$ cat config.mk
export PLATFORM = sky130hd
export DESIGN_NAME = cdcfg_top
export DESIGN_NICKNAME = d
export VERILOG_FILES = /design/src/verilog/cdcfg_pkg.sv /design/src/verilog/cdcfg_path_decode.sv /design/src/verilog/cdcfg_top.sv
export SDC_FILE = /design/constraint.sdc
export NUM_CORES = 1
export LEC_CHECK = 0
export BUFFER_PORTS_ARGS = -buffer_cell sky130_fd_sc_hd__buf_2
export CORE_MARGIN = 8
export CORE_UTILIZATION = 30
export CTS_BUF_LIST = sky130_fd_sc_hd__clkbuf_16
export CTS_CLUSTER_DIAMETER = 150
export DETAILED_ROUTE_END_ITERATION = 10
export GPL_TIMING_DRIVEN = 1
export SYNTH_ARGS = -nofsm -noshare
export SYNTH_HDL_FRONTEND = slang
export SYNTH_SLANG_ARGS = --single-unit
$ cat constraint.sdc
create_clock -name clk -period 2.35 [get_ports clk]
set_clock_uncertainty 0.05 [all_clocks]
set_input_delay 0.3525 -clock clk [delete_from_list [all_inputs] [get_ports clk]]
set_output_delay 0.3525 -clock clk [all_outputs]
set_load 0.01 [all_outputs]
$ cat src/verilog/cdcfg_pkg.sv
// constants, field layouts and carrier types of the codec processing configuration bank
// assumes a control-port decoder (serial bus target) that presents byte-wide register accesses
//
// Overview of operation
// - record biquad count zero to three, resets two
// - record soft-step disable, ramps when clear, reset 0
// - record gang makes active channels use channel one
// - playback filter response codes 0-2, resets linear
// - playback highpass code 0 programmable, else fixed
// - playback biquad count zero to three, resets two
// - playback soft-step disable set means immediate steps
// - playback gang makes active channels use channel one
// - enable bits 7-4 enable inputs, reset 1100
// - enable bits 3-0 enable outputs, reset 1100
// - record filter response bits 7-6, code 3 reserved
// - record highpass bits 5-4, resets code 1
package cdcfg_pkg;

    // ==========================================
    // register offsets
    localparam logic [7:0] CDCFG_REC_PROC_OFS = 8'h72; // record processing configuration
    localparam logic [7:0] CDCFG_PLAY_PROC_OFS = 8'h73; // playback processing configuration
    localparam logic [7:0] CDCFG_CHAN_EN_OFS = 8'h76; // channel enable configuration

    // ==========================================
    // reset values
    localparam logic [7:0] CDCFG_REC_PROC_RST = 8'h18; // linear, hpf 1, two biquads
    localparam logic [7:0] CDCFG_PLAY_PROC_RST = 8'h18; // linear, hpf 1, two biquads
    localparam logic [7:0] CDCFG_CHAN_EN_RST = 8'hCC; // channels one and two on
    localparam logic [7:0] CDCFG_UNMAPPED_DATA = 8'h00; // read answer for other offsets

    // ==========================================
    // processing register field positions
    localparam int CDCFG_FILT_LSB = 6; // filter response, two bits
    localparam int CDCFG_HPF_LSB = 4; // highpass select, two bits
    localparam int CDCFG_BQ_LSB = 2; // biquad count, two bits
    localparam int CDCFG_SOFT_BIT = 1; // soft-step disable
    localparam int CDCFG_GANG_BIT = 0; // volume gang

    // ==========================================
    // channel enable register field positions
    localparam int CDCFG_IN_EN_LSB = 4; // input enables, four bits, channel one at msb
    localparam int CDCFG_OUT_EN_LSB = 0; // output enables, four bits, channel one at msb

    // ==========================================
    // encodings
    typedef enum logic [1:0] {
        CDCFG_FILT_LINEAR = 2'b00, // linear phase
        CDCFG_FILT_LOW = 2'b01, // low latency
        CDCFG_FILT_ULTRA = 2'b10, // ultra-low latency
        CDCFG_FILT_RSVD = 2'b11 // reserved code, stored as written
    } cdcfg_filt_type;

    typedef enum logic [1:0] {
        CDCFG_HPF_PROG = 2'b00, // programmable first-order iir
        CDCFG_HPF_CUT_TINY = 2'b01, // 0.00002 x fs
        CDCFG_HPF_CUT_SMALL = 2'b10, // 0.00025 x fs
        CDCFG_HPF_CUT_LARGE = 2'b11 // 0.002 x fs
    } cdcfg_hpf_type;

    // decoded settings of one processing path
    typedef struct packed {
        cdcfg_filt_type filter_response; // filter response selection
        logic filter_reserved; // reserved response code present
        cdcfg_hpf_type highpass_select; // highpass selection
        logic highpass_programmable; // custom iir in use
        logic [2:0] biquad_enable; // per-stage enables, stage 0 at lsb
        logic soft_step_enable; // ramp volume, mute, unmute
        logic volume_gang; // channel-one volume for enabled channels
    } cdcfg_path_type;

    // byte-wide register access from the control port
    typedef struct packed {
        logic [7:0] addr; // register offset
        logic wr_en; // write strobe, one cycle
        logic rd_en; // read strobe, one cycle
        logic [7:0] wdata; // write data
    } cdcfg_req_type;

endpackage

$ cat src/verilog/cdcfg_path_decode.sv
// decoder for one processing path: settings byte plus channel volumes to clocked controls
// assumes synchronous reset and inputs steady in the clock domain
`timescale 1ns/1ps
module cdcfg_path_decode #(
    parameter int CHANNELS = 4
) (
    input wire logic clk,
    input wire logic rst_n,
    input wire logic [7:0] cfg,
    input wire logic [CHANNELS-1:0] chan_enable,
    input wire logic [CHANNELS-1:0][7:0] volume_in,
    output cdcfg_pkg::cdcfg_path_type path,
    output logic [CHANNELS-1:0][7:0] volume_out
);

    // ==========================================
    // parameter check
    if (CHANNELS < 1)
    begin : g_chan_check
        $error("channel count must be at least one");
    end

    // ==========================================
    // state
    cdcfg_pkg::cdcfg_path_type path_r; // decoded controls
    cdcfg_pkg::cdcfg_path_type path_nxt;
    logic [CHANNELS-1:0][7:0] vol_r; // effective volumes
    logic [CHANNELS-1:0][7:0] vol_nxt;
    logic [1:0] bq_code; // biquad count field

    // thermometer mask: stage i runs when count exceeds i
    function automatic logic [2:0] bq_mask(input logic [1:0] code);
        logic [2:0] m;
        m = 3'h0;
        for (int i = 0; i < 3; i++)
        begin
            m[i] = (code > i[1:0]);
        end
        return m;
    endfunction

    // next-value computation
    always_comb
    begin
        bq_code = cfg[cdcfg_pkg::CDCFG_BQ_LSB +: 2];
        path_nxt.filter_response = cdcfg_pkg::cdcfg_filt_type'(cfg[cdcfg_pkg::CDCFG_FILT_LSB +: 2]);
        path_nxt.filter_reserved = (cfg[cdcfg_pkg::CDCFG_FILT_LSB +: 2] == cdcfg_pkg::CDCFG_FILT_RSVD);
        path_nxt.highpass_select = cdcfg_pkg::cdcfg_hpf_type'(cfg[cdcfg_pkg::CDCFG_HPF_LSB +: 2]);
        path_nxt.highpass_programmable = (cfg[cdcfg_pkg::CDCFG_HPF_LSB +: 2] == cdcfg_pkg::CDCFG_HPF_PROG);
        path_nxt.biquad_enable = bq_mask(bq_code);
        path_nxt.soft_step_enable = ~cfg[cdcfg_pkg::CDCFG_SOFT_BIT];
        path_nxt.volume_gang = cfg[cdcfg_pkg::CDCFG_GANG_BIT];
        // ganged: active channels take channel one, powered or not
        for (int c = 0; c < CHANNELS; c++)
        begin
            if (cfg[cdcfg_pkg::CDCFG_GANG_BIT] && chan_enable[c])
            begin
                vol_nxt[c] = volume_in[0];
            end
            else
            begin
                vol_nxt[c] = volume_in[c];
            end
        end
    end

    // registers: controls reset to the reset-value decode, volumes reset to zero
    always_ff @(posedge clk)
    begin
        if (!rst_n)
        begin
            path_r <= '{cdcfg_pkg::CDCFG_FILT_LINEAR, 1'b0, cdcfg_pkg::CDCFG_HPF_CUT_TINY, 1'b0, 3'h3, 1'b1, 1'b0};
            vol_r <= '0;
        end
        else
        begin
            path_r <= path_nxt;
            vol_r <= vol_nxt;
        end
    end

    assign path = path_r;
    assign volume_out = vol_r;
endmodule

$ cat src/verilog/cdcfg_top.sv
// codec processing configuration bank: three byte registers and their decoded controls
// assumes the control-port decoder issues one-cycle read and write strobes with a byte offset
`timescale 1ns/1ps
module cdcfg_top #(
    parameter int CHANNELS = 4
) (
    input wire logic clk,
    input wire logic rst_n,
    input wire cdcfg_pkg::cdcfg_req_type reg_req,
    output logic [7:0] reg_rdata,
    output logic reg_hit,
    input wire logic [CHANNELS-1:0][7:0] record_channel_volume,
    input wire logic [CHANNELS-1:0][7:0] playback_channel_volume,
    output cdcfg_pkg::cdcfg_path_type record_path,
    output cdcfg_pkg::cdcfg_path_type playback_path,
    output logic [CHANNELS-1:0][7:0] record_volume,
    output logic [CHANNELS-1:0][7:0] playback_volume,
    output logic input_one_enable,
    output logic input_two_enable,
    output logic input_three_enable,
    output logic input_four_enable,
    output logic output_one_enable,
    output logic output_two_enable,
    output logic output_three_enable,
    output logic output_four_enable
);

    // ==========================================
    // parameter check
    if (CHANNELS != 4)
    begin : g_chan_check
        $error("channel enable register serves exactly four channels");
    end

    // ==========================================
    // register state
    logic [7:0] rec_cfg_r; // record processing configuration
    logic [7:0] rec_cfg_nxt;
    logic [7:0] play_cfg_r; // playback processing configuration
    logic [7:0] play_cfg_nxt;
    logic [7:0] chan_en_r; // channel enable configuration
    logic [7:0] chan_en_nxt;
    logic [7:0] rdata_r; // read answer
    logic [7:0] rdata_nxt;
    logic [7:0] sel_data; // addressed register contents
    logic [3:0] in_en; // input enables, channel one at lsb
    logic [3:0] out_en; // output enables, channel one at lsb

    // offset decode used only for the hit flag
    function automatic logic is_mapped(input logic [7:0] a);
        return (a == cdcfg_pkg::CDCFG_REC_PROC_OFS) || (a == cdcfg_pkg::CDCFG_PLAY_PROC_OFS) ||
            (a == cdcfg_pkg::CDCFG_CHAN_EN_OFS);
    endfunction

    // ==========================================
    // register write and read paths
    // next values: a write updates exactly the addressed byte
    always_comb
    begin
        rec_cfg_nxt = rec_cfg_r;
        play_cfg_nxt = play_cfg_r;
        chan_en_nxt = chan_en_r;
        rdata_nxt = rdata_r;
        sel_data = cdcfg_pkg::CDCFG_UNMAPPED_DATA;
        // contents seen by a read, before any same-cycle write
        unique case (1'b1)
            reg_req.addr == cdcfg_pkg::CDCFG_REC_PROC_OFS: sel_data = rec_cfg_r;
            reg_req.addr == cdcfg_pkg::CDCFG_PLAY_PROC_OFS: sel_data = play_cfg_r;
            reg_req.addr == cdcfg_pkg::CDCFG_CHAN_EN_OFS: sel_data = chan_en_r;
            default: sel_data = cdcfg_pkg::CDCFG_UNMAPPED_DATA;
        endcase
        if (reg_req.wr_en)
        begin
            // every bit is stored as written, reserved filter code included
            if (reg_req.addr == cdcfg_pkg::CDCFG_REC_PROC_OFS)
            begin
                rec_cfg_nxt = reg_req.wdata;
            end
            if (reg_req.addr == cdcfg_pkg::CDCFG_PLAY_PROC_OFS)
            begin
                play_cfg_nxt = reg_req.wdata;
            end
            if (reg_req.addr == cdcfg_pkg::CDCFG_CHAN_EN_OFS)
            begin
                chan_en_nxt = reg_req.wdata;
            end
        end
        if (reg_req.rd_en)
        begin
            rdata_nxt = sel_data;
        end
    end

    // registers, synchronous reset to documented values
    always_ff @(posedge clk)
    begin
        if (!rst_n)
        begin
            rec_cfg_r <= cdcfg_pkg::CDCFG_REC_PROC_RST;
            play_cfg_r <= cdcfg_pkg::CDCFG_PLAY_PROC_RST;
            chan_en_r <= cdcfg_pkg::CDCFG_CHAN_EN_RST;
            rdata_r <= cdcfg_pkg::CDCFG_UNMAPPED_DATA;
        end
        else
        begin
            rec_cfg_r <= rec_cfg_nxt;
            play_cfg_r <= play_cfg_nxt;
            chan_en_r <= chan_en_nxt;
            rdata_r <= rdata_nxt;
        end
    end

    // handshake: offset hit is combinational
    assign reg_hit = is_mapped(reg_req.addr);
    assign reg_rdata = rdata_r;

    // ==========================================
    // channel enables
    // register msb is channel one; reorder to channel one at lsb
    always_comb
    begin
        for (int c = 0; c < 4; c++)
        begin
            in_en[c] = chan_en_r[cdcfg_pkg::CDCFG_IN_EN_LSB + 3 - c];
            out_en[c] = chan_en_r[cdcfg_pkg::CDCFG_OUT_EN_LSB + 3 - c];
        end
    end

    // enables come straight from the register flip-flops
    assign input_one_enable = in_en[0];
    assign input_two_enable = in_en[1];
    assign input_three_enable = in_en[2];
    assign input_four_enable = in_en[3];
    assign output_one_enable = out_en[0];
    assign output_two_enable = out_en[1];
    assign output_three_enable = out_en[2];
    assign output_four_enable = out_en[3];

    // ==========================================
    // path decoders
    // record path, ganged over enabled inputs
    cdcfg_path_decode #(
        .CHANNELS(CHANNELS)
    ) u_rec (
        .clk(clk),
        .rst_n(rst_n),
        .cfg(rec_cfg_r),
        .chan_enable(in_en),
        .volume_in(record_channel_volume),
        .path(record_path),
        .volume_out(record_volume)
    );

    // playback path, ganged over enabled outputs
    cdcfg_path_decode #(
        .CHANNELS(CHANNELS)
    ) u_play (
        .clk(clk),
        .rst_n(rst_n),
        .cfg(play_cfg_r),
        .chan_enable(out_en),
        .volume_in(playback_channel_volume),
        .path(playback_path),
        .volume_out(playback_volume)
    );
endmodule
# Yosys cells after proc, flatten, opt, wreduce, memory -nomap -nowiden

Index checks and enable logic that the tools add are counted.

Output and inout port bits: 103
Input bits: 84
Register bits after elaboration: 118
Bits in writable memories: 0
Logic and storage cells: 59
Latch bits: 0
Memories kept: 0
ROM bits: 0

Magnitude comparators: 6
Multipliers: 0
Shifts and indexed selects: 0
$add $sub $neg: 0
Reductions and logical operators: 13
Divide/modulo/power cells: 0
Eq/ne operators: 5
Bitwise gates (word level): 2
Mux-type cells: 7

Operators by type and width:

| cell                                                | number |
|---|---|
| 2-to-1 mux 8 bit                                    | 6 |
| equality test 8 x 7 -> 1 bit, second input constant | 3 |
| one-hot mux 8 bit (3 select lines)                  | 1 |
| > comparator 2 x 1 -> 1 bit, second input constant  | 4 |
| logical AND 1 bit                                   | 6 |
| AND reduction 2 bit                                 | 3 |
| equality test 2 bit, second input constant          | 2 |
| > comparator 2 bit, second input constant           | 2 |
| zero test 2 bit                                     | 2 |
| logical OR 1 bit                                    | 2 |
| inverter 1 bit                                      | 2 |

# Logic depth before layout (Yosys ltp)

Gate-level depths: netlist of the first run.

Word-level depth: 3
Depth in mapped cells: 5
Mapped depth without buffers: 3

# Modules after synthesis

From an unflattened synthesis of the first run, not the netlist that was laid out.

Cells, all modules: 396
Area, all modules: 4,191.5 um2

Modules (own cells, without submodules):

| module            | cells each | instances | area each (um2) | seq. area each (um2) |
|---|---|---|---|---|
| cdcfg_path_decode | 125        | 2         | 1,353.8         | 860.8 |
| cdcfg_top         | 146        | 1         | 1,483.9         | 640.6 |

# Least setup slack after synthesis of the first run

OpenSTA, ideal clock, no wires.

Path type: input port to output port
From: in reg_req[12] in the netlist's numbering
To: out reg_hit
Arrival time: 1.044 ns
Stages: 3
Data required time: 1.947 ns
Path buffers: 2
Slack: 0.904 ns
Path through: buf_6 buf_2 a211oi_1

Word-level cells in the longest chain between the ends: 3
Elaborated cells on any way between the ends: 5
Classes of those cells: 3 x eq/ne; 2 x reduce/logical

Ends and longest elaborated chain:

| what                         | RTL line        | text |
|---|---|---|
| from (decl)                  | cdcfg_top.sv:9  | `input wire cdcfg_pkg::cdcfg_req_type reg_req,` |
| equality test 8 x 7 -> 1 bit | cdcfg_top.sv:51 | `return (a == cdcfg_pkg::CDCFG_REC_PROC_OFS) \|\| (a == cdcfg_pkg::CDCFG_PLAY_PROC_OFS) \|\|` |
| logical OR 1 bit             | cdcfg_top.sv:51 |  |
| logical OR 1 bit *           | cdcfg_top.sv:51 |  |
| to (decl)                    | cdcfg_top.sv:11 | `output logic reg_hit,` |

Mark *: on every way between the ends. The rest lies on a longest branch, timed or not.

# Final worst setup path of the first run

From: reg chan_en_r[6]
To: out input_two_enable

RTL lines:

| what                   | RTL line         | text |
|---|---|---|
| from (decl)            | cdcfg_top.sv:41  | `logic [7:0] chan_en_r;` |
| from (signal assigned) | cdcfg_top.sv:101 | `chan_en_r <= cdcfg_pkg::CDCFG_CHAN_EN_RST;` |
| from (signal assigned) | cdcfg_top.sv:108 | `chan_en_r <= chan_en_nxt;` |
| to (decl)              | cdcfg_top.sv:19  | `output logic input_two_enable,` |

No word-level cell between the ends.

==> results of run 1 <==
==> report_power, final <==
part | switching, mW | leakage (nW) | internal [mW]
Clock | 0.868 | 0.286 | 1.63
Sequential | 0.0152 | 0.969 | 2.06
Combinational | 0.178 | 1.59 | 0.144
Total | 1.06 | 2.84 | 3.83
==> layout by cell type (no fill, tap or decap), types with 2 or more instances in the layout <==
| master | netlist | layout |
|---|---|---|
| a21boi_0 | 48 | 48 |
| a31oi_1 | 3 | 3 |
| a32o_1 | 8 | 8 |
| and2_1 | 16 | 16 |
| and3_1 | 4 | 4 |
| buf_2 | 5 | 186 |
| buf_4 | 0 | 5 |
| bufinv_16 | 0 | 3 |
| clkbuf_16 | 0 | 17 |
| clkinv_1 | 0 | 4 |
| clkinv_2 | 0 | 3 |
| clkinvlp_4 | 0 | 2 |
| dfxtp_1 | 118 | 118 |
| inv_1 | 14 | 17 |
| mux2i_1 | 29 | 29 |
| nand2_1 | 79 | 79 |
| nand2b_1 | 2 | 2 |
| nand3_1 | 49 | 49 |
| nand4b_1 | 2 | 2 |
| nor2_1 | 2 | 2 |
| nor2b_1 | 8 | 8 |
| nor4_1 | 3 | 3 |
| o21ai_0 | 3 | 3 |
| o2bb2ai_1 | 8 | 8 |
==> stage by stage <==
stage / power [mW] / util (%) / hold slack, ns / std cells
4_1_cts: 4.95 / 42.7 / 0.120 / 809
5_1_grt: 5.05 / 42.7 / 0.138 / 810
3_3_place_gp: 2.44 / 38.6 / 0.350 / 777
2_1_floorplan: 2.26 / - / 0.326 / 433
3_5_place_dp: 2.44 / 38.6 / 0.350 / 777
6_report: 4.90 / 42.7 / 0.135 / 810
==> state kept, by name, indices dropped and copies added (netlist names) <==
signal,count
u_play.volume_out,32
u_rec.volume_out,32
u_play.path,11
u_rec.path,11
chan_en_r,8
play_cfg_r,8
rec_cfg_r,8
reg_rdata,8
==> worst register-to-register path, stage by stage, from the launching register on <==
cell and delay, ns:
dfxtp_1 0.69, buf_4 0.32, nand3_1 0.11, a21boi_0 0.22
==> per-layer routing <==
layer / share of wire [%] / global-route usage, % / routed length (um)
met5: 0.094 / 0 / 13
met4: 1.6 / 6.11 / 218
met3: 10 / 6.68 / 1400
met2: 47 / 24.0 / 6500
met1: 41 / 16.8 / 5680
==> cell usage after synthesis (5+ instances only) <==
library cell,count,area share (%)
dfxtp_1,118,55
nand2_1,79,6.9
nand3_1,49,5.7
a21boi_0,48,8.4
mux2i_1,29,6.8
clkbuf_1,20,1.8
and2_1,16,2.3
inv_1,14,1.2
a32o_1,8,1.9
nor2b_1,8,1.2
o2bb2ai_1,8,1.6
buf_2,5,0.58
==> final cells by class <==
cell class | count | area, um^2
timing repair buffer | 192 | 988
fill | 1378 | 7980
sequential | 118 | 2360
multi-input combinational | 273 | 1750
antenna | 1 | 2.50
clock buffer | 17 | 425
tap | 180 | 225
inverter | 14 | 52.6
clock inverter | 15 | 146
==> cell families (layout without fill, tap and decap cells) <==
| group | after synthesis | after routing |
|---|---|---|
| mux | 29 | 29 |
| compound gates | 72 | 72 |
| other cells | 0 | 1 |
| buf+inv | 42 | 238 |
| flops | 118 | 118 |
| simple gates | 172 | 172 |
==> worst paths after layout <==
check                                          startpoint              endpoint
worst max-delay path                         chan_en_r[6]      input_two_enable
worst min-delay path            record_channel_volume[10]  u_rec.volume_out[10]
worst max register to register               rec_cfg_r[0]  u_rec.volume_out[27]
worst min register to register               rec_cfg_r[1]         u_rec.path[1]
==> reports/metrics.csv, run 1 <==
metric,value,unit
outcome,"finished, final reports clean",
core_region_area,13900,um^2
num_rows,43,
synth_compound_area_share,13.5,%
synth.area.mux_share,6.77,%
yosys.area_share.simple,20.6,%
synth_xor_xnor_area_share,0,%
post-place-ws,0.473,ns
yosys.area_share.adder,0,%
fin_setup_tns,0,ns
rrSetupSlack,0.89,ns
io_pins,187,
drive_gt1_share,35.5,%
drv_cap,0,
grt.overflow.total,0,
htreeDepth,4,
worst_setup_path_end_kind,output port,
grt_max_degree,66,
crit_path_max_incr_delay,0.68,ns
drc,0,
clock_sinks,118,
grt_pass1_wl,21200,um
yosysSeqAreaShare,55.1,%
crit_path_max_fanout,12,
dieWidth,136,um
cts_setup_buffers,0,
crit_arrival,1.32,ns
hold_class,primary input to register,
antenna_left,0,
holdPathStages,3,
nets,700,
grt_pass1_vias,3968,
die_h,136,um
wirelength,13800,um
initial_utilization,30.8,%
maxSlewViolCount,0,
wl_per_cell,17.1,um
hold_viol,0,
finalSetupViolCount,0,
cp_num_buf_inv,1,
cp.depth,1,
area_delta_synth_final,38.9,%
die_area,18400,um^2
synth_area_per_cell,9.90,um^2
antenna_found_initial,2,
required,1.95,ns
ys_dominant_reg_cell,dfxtp_1,
port_buffers,186,
grt_util_all_layers,14.9,%
yosysWarnings,0,
place_hpwl,10500,um
clockBufferDepth,2,
r2r_cells,3,
synth_edf_count,0,
design_area,5950,um^2
power.leakage,2.84,nW
synth_top_family_by_area,simple AND/OR/NAND/NOR gates,
worstPathCellList,buf_2,
synth_area,4290,um^2
place_area,5380,um^2
cts_hold_buf,0,
max_freq,0.579,GHz
async_flop_share,0,%
synthCells,433,
relSlewSlack,55.6,%
root_buffer,clkbuf_16,
crit_type,register to output port,
cts-resized-gates,0,
clkSlewWorstSetupHoldPaths,0.06,ns
via_per_inst,4.69,
cts_tree,done,
fin_ws,0.624,ns
min_period,1.73,ns
tightest_slew,0.665,ns
synth_cell_type_count,30,
place_congestion,0.823,
fin_crit_sh,73.4,%
start_kind,register,
critical_path.slowest_cell,dfxtp_1,
clock_latency,0.41,ns
rsz0062_at_grt,false,
vdd_drop_max,0.403,mV
drt_first_iter_violations,222,
cts_inserted_buffers,17,
synth.ff_latch_count,118,
crit_family,flip-flops,
syn-num-nets,517,
powerDensity,822,nW/um^2
drt_first_pass_iters,4,
vias,3795,
No activity file was read; power rests on OpenSTA's default activity.
==> inputs of run 2 (changes only) <==
clock period = 1.6 ns   (was 2.35 ns; I/O delays follow)
==> run 2 against run 1 <==
Against the previous run:
- sequential power up 47%
- cell area up 2.0%
- global-route usage up 0.51 points
- die area unchanged
- total power up 47%
- largest cell class unchanged
==> reports/metrics.csv, run 2 (synthesis results as in run 1) <==
metric,value,unit,change
crit_path_max_incr_delay,0.28,ns,-0.40 ns
drv_cap,0,,unchanged
wl_per_cell,17.1,um,+0.47%
hold_viol,0,,unchanged
via_per_inst,4.76,,+1.6%
cp_num_buf_inv,2,,+1
num_rows,43,,unchanged
area_delta_synth_final,41.8,%,
cts_setup_buffers,0,,unchanged
grt.overflow.total,0,,unchanged
nets,713,,+1.9%
crit_path_max_fanout,4,,-8
clock_sinks,118,,unchanged
layout_common_cells,"buf_2 (186), dfxtp_1 (118), nand2_1 (79), nand3_1 (49), a21boi_0 (48)",,
multi_input_area,1750,um^2,unchanged
fill_cells,1362,,-1.2%
crit_type,primary input to output port,,
outcome,"finished, final reports clean",,
htreeDepth,4,,unchanged
grt_pass1_wl,21900,um,+3.4%
grt_util_all_layers,15.4,%,+0.51 points
drt_first_pass_iters,6,,+2
antenna_left,0,,unchanged
worst_setup_path_end_kind,output port,,
fin_setup_tns,0,ns,unchanged
power.leakage,2.91,nW,+2.4%
cts_inserted_buffers,17,,unchanged
die_area,18400,um^2,unchanged
rsz0062_at_grt,false,,
clockBufferDepth,2,,unchanged
required,1.31,ns,-0.64 ns
place_congestion,0.824,,+0.12%
max_freq,0.729,GHz,
grt_pass1_vias,4159,,+4.8%
fin_crit_sh,85.7,%,
hold_class,primary input to register,,
io_pins,187,,unchanged
drc,0,,unchanged
final_common_cell,buf_2,,
finalSetupViolCount,0,,unchanged
cts_tree,done,,
dieWidth,136,um,unchanged
place_hpwl,10800,um,+3.3%
crit_arrival,1.08,ns,-0.24 ns
critical_path.slowest_cell,nand4b_1,,
clock_latency,0.41,ns,about the same
vdd_drop_max,0.561,mV,+39%
cts-resized-gates,0,,unchanged
root_buffer,clkbuf_16,,
min_period,1.37,ns,
antenna_found_initial,2,,unchanged
core_region_area,13900,um^2,unchanged
initial_utilization,30.8,%,unchanged
wirelength,14100,um,+2.0%
die_h,136,um,unchanged
tightest_slew,0.666,ns,+0.000745 ns
drive_gt1_share,36.7,%,+1.2 points
worstPathCellList,buf_2 > nand4b_1 > a211oi_1 > buf_2,,
grt_max_degree,44,,-33%
port_buffers,186,,unchanged
seqCellArea,2360,um^2,unchanged
start_kind,primary input,,
powerDensity,1190,nW/um^2,+44%
cts_hold_buf,0,,unchanged
clkSlewWorstSetupHoldPaths,0.05,ns,about the same
drt_first_iter_violations,224,,+0.90%
vias,3911,,+3.1%
maxSlewViolCount,0,,unchanged
cpMostUsedCell,buf_2,,
p_total,7.22,mW,+47%
finish.utilization,43.6,%,+0.87 points
crit_family,buffers and inverters,,
relSlewSlack,55.5,%,about the same
## run 2: changes by cell type in the layout (fill, tap and decap cells not counted)
cell,before,now
buf_4,5,16
buf_12,1,3
clkinv_4,0,1
clkinv_2,3,1
## run 2: stage by stage
stage,hold slack (ns),std cells,area [um^2],setup WS (ns)
2_1_floorplan,0.312,433,4290,0.270
3_3_place_gp,0.348,790,5500,0.184
4_1_cts,0.00550,821,6070,0.171
3_5_place_dp,0.349,790,5500,0.0953
5_1_grt,0.0196,822,6080,0.159
6_report,0.0285,822,6080,0.229
## run 2: layer usage
| layer | global-route usage [%] | vias to the layer above | part of all wire (%) |
|---|---|---|---|
| li1 | - | 1878 | - |
| met1 | 17.5 | 1864 | 41 |
| met2 | 24.3 | 145 | 47 |
| met3 | 6.97 | 22 | 9.9 |
| met4 | 7.03 | 2 | 1.8 |
| met5 | 0 | - | 0.071 |
## run 2: path summary, 6_finish.rpt
kind / startpoint / end / slack (ns) / cells after the start
min: record_channel_volume[12] / u_rec.volume_out[12] / 0.03 / 3
min reg2reg: rec_cfg_r[1] / u_rec.path[1] / 0.36 / 1
max reg2reg: play_cfg_r[0] / u_play.volume_out[17] / 0.33 / 3
max: reg_req[17] / reg_hit / 0.23 / 4
## run 2: layout make-up
cell class                 instances  area share (%)
clock inverter                    14            2.39
tap                              180            3.71
multi-input combinational        273            28.8
timing repair buffer             205            18.3
antenna                            1          0.0412
inverter                          14           0.865
sequential                       118            38.9
clock buffer                      17            7.00
## run 2: power breakdown
group | switching (mW) | leakage (nW) | internal (mW)
sequential | 0.0218 | 0.969 | 3.03
clock | 1.29 | 0.282 | 2.39
combinational | 0.265 | 1.66 | 0.216
## run 2: worst min-delay path, stage by stage
cell and delay, ns:
buf_2 0.09, nand2_1 0.04, a21boi_0 0.06
==> inputs of run 3 (changes only) <==
SETUP_SLACK_MARGIN = 0.3   (was default)
SYNTH_HIERARCHICAL = 1   (was default)
==> run 3 against run 2 <==
Against the previous run:
- die area decreased by 1.9%
- wire length fell by 10%
- cell count shrank 4.7%
- sequential share of layout area increased by 0.91 points
- clock power increased by 1%
- clock-buffer cell count did not move
- hold slack gained 0.0026 ns
- core utilization is 0.39 points lower
- non-clock buffer count fell by 11
- critical path type unchanged
==> reports/metrics.csv, run 3 <==
metric,value,unit,change
holdPathStages,3,,unchanged
yosys-top-cells-count,"dfxtp_1 (118), nand2_1 (91), mux2i_1 (74), inv_1 (19), buf_2 (12)",,
synth_cell_type_count,32,,+6.7%
outcome,"finished, final reports clean",,
antenna_found_initial,0,,-2
via_per_inst,4.47,,-6.1%
r2r-end,u_rec/volume_out[11],,
place_congestion,0.823,,-0.17%
antennaDiodeCount,0,,-1
synth_edf_count,0,,unchanged
min_from,playback_channel_volume[8],,
design_area,5950,um^2,-2.0%
relSlewSlack,62.6,%,+7.1 points
synth_top_area_cell,dfxtp_1,,
vias,3500,,-11%
clockBufferDepth,2,,unchanged
place_area,5350,um^2,-2.7%
fin_crit_sh,78.9,%,-6.7 points
drv_cap,0,,unchanged
powerDensity,1220,nW/um^2,+3.0%
area_delta_synth_final,42.0,%,
crit_type,primary input to output port,,
grt_util_all_layers,13.9,%,-1.5 points
dieWidth,134,um,-0.97%
synth.ff_latch_count,118,,unchanged
dp_cells,752,,-4.8%
synth_area,4190,um^2,-2.2%
yosysMostFrequentCell,dfxtp_1,,
power.leakage,3.27,nW,+12%
vdd_drop_max,0.656,mV,+17%
yosys.area.top_type_share,56.4,%,+1.2 points
nets,675,,-5.3%
synthTopCellsByArea,"dfxtp_1 (56%), mux2i_1 (18%), nand2_1 (8.1%)",,
ys_dominant_reg_cell,dfxtp_1,,
layout_common_cells,"buf_2 (185), dfxtp_1 (113), nand2_1 (91), mux2i_1 (74), inv_1 (20)",,
stdcell_count,783,,-4.7%
io_pins,187,,unchanged
required,1.31,ns,about the same
die_area,18000,um^2,-1.9%
antenna_left,0,,unchanged
worstPathCellList,buf_2 > nand4bb_1 > a211oi_2 > buf_2,,
seqPwrFrac,41.9,%,-0.4 points
drt_first_iter_violations,98,,-56%
swShare,22.2,%,+0.27 points
crit_arrival,0.97,ns,-0.11 ns
r2r-start,rec_cfg_r[0],,
yosysSeqAreaShare,56.4,%,+1.2 points
cts-resized-gates,3,,+3
synth_area_per_cell,10.6,um^2,+6.9%
min_period,1.26,ns,-0.108 ns
drt_first_pass_iters,4,,-2
cpMostUsedCell,buf_2,,
tightest_slew,0.561,ns,-0.104 ns
start_kind,primary input,,
cts_hold_buf,0,,unchanged
wl_per_cell,16.1,um,-5.9%
grt_max_degree,34,,-23%
place_hpwl,9970,um,-7.9%
grt.overflow.total,0,,unchanged
finalSetupViolCount,0,,unchanged
syn-num-nets,480,,-7.2%
yosysWarnings,6,,+6
crit_path_max_incr_delay,0.27,ns,about the same
power.internal,5.67,mW,+0.55%
synthCells,396,,-8.5%
htreeDepth,4,,unchanged
initial_utilization,30.4,%,-0.32 points
maxSlewViolCount,0,,unchanged
rsz0062_at_grt,true,,
fin_setup_tns,0,ns,unchanged
switching_power,1.61,mW,+2.1%
async_flop_share,0,%,unchanged
grt_pass1_vias,3687,,-11%
drive_gt1_share,40.5,%,+3.8 points
drc,0,,unchanged
cts_inserted_buffers,17,,unchanged
clock_sinks,118,,unchanged
hold_path_end,u_play/volume_out[8],,
clock_latency,0.40,ns,about the same
core_region_area,13800,um^2,-1.2%
worst_setup_path_end_kind,output port,,
final_common_cell,buf_2,,
p_clk_share,51.4,%,+0.3 points
clkSlewWorstSetupHoldPaths,0.05,ns,about the same
hold_class,primary input to register,,
crit_path_max_fanout,4,,unchanged
hold_viol,0,,unchanged
finish.utilization,43.2,%,-0.39 points
cts_tree,done,,
grt_pass1_wl,19600,um,-11%
root_buffer,clkbuf_16,,
critical_path.slowest_cell,nand4bb_1,,
max_freq,0.792,GHz,+8.5%
die_h,134,um,-0.97%
cts_setup_buffers,0,,unchanged
r2r_cells,2,,-1
wirelength,12600,um,-10%
port_buffers,186,,unchanged
rrSetupSlack,0.45,ns,+0.12 ns
comb_power_share,6.7,%,about the same
num_rows,43,,unchanged
run 3: cells by family after synthesis:
group	Yosys count	synth area share, %
multiplexers	74	17.7
AO/OA/AOI/OAI	27	5.85
buffers and inverters	37	3.94
AND/OR/NAND/NOR	140	16.2
flip-flops	118	56.4
run 3: how the worst max path moves through the flow:
| stage | startpoint | endpoint | slack, ns |
|---|---|---|---|
| finish | reg_req[13] | reg_hit | 0.34 |
| global route | reg_req[13] | reg_hit | 0.28 |
| global placement | reg_req[13] | reg_rdata[6] | 0.16 |
| detailed placement | reg_req[13] | reg_rdata[5] | 0.12 |
| CTS | chan_en_r[5] | input_three_enable | 0.31 |
| floorplan | reg_req[12] | play_cfg_r[0] | 0.38 |
run 3: critical path, delay by kind of cell:
family	cells	cell delay, ns
buf+inv	2	0.28
simple gates	1	0.27
compound gates	1	0.19
run 3: through the flow:
step | power, mW | hold WS (ns) | setup WS [ns]
after floorplan | 3.34 | 0.276 | 0.378
after global placement | 3.59 | 0.355 | 0.161
after detailed placement | 3.61 | 0.351 | 0.122
after CTS | 7.37 | 0.0163 | 0.310
after global routing | 7.54 | 0.0237 | 0.276
final | 7.28 | 0.0311 | 0.337
run 3: layout make-up:
cell class | count | area, um^2
inverters | 19 | 71.3
clock inverters | 14 | 161
repair buffers | 194 | 1030
flip-flops and latches | 118 | 2370
well taps | 180 | 225
clock buffers | 17 | 425
fillers | 1376 | 7820
multi-input cells | 241 | 1670
run 3: power by group through the flow:
stage                     registers [mW]  clock network [mW]  logic (mW)
final                               3.05                3.74       0.490
after global routing                3.06                3.95       0.539
after CTS                           3.05                3.82       0.495
after detailed placement            3.11                   0       0.494
after global placement              3.11                   0       0.484
after floorplan                     3.16                   0       0.184
run 3: routing by layer:
metal  track usage [%]  vias up  wire, um
li1                  -     1744         -
met5                 0        -         0
met1              14.8     1642      4950
met2              24.9       99      6660
met3              4.60       15       802
met4              5.24        0       210
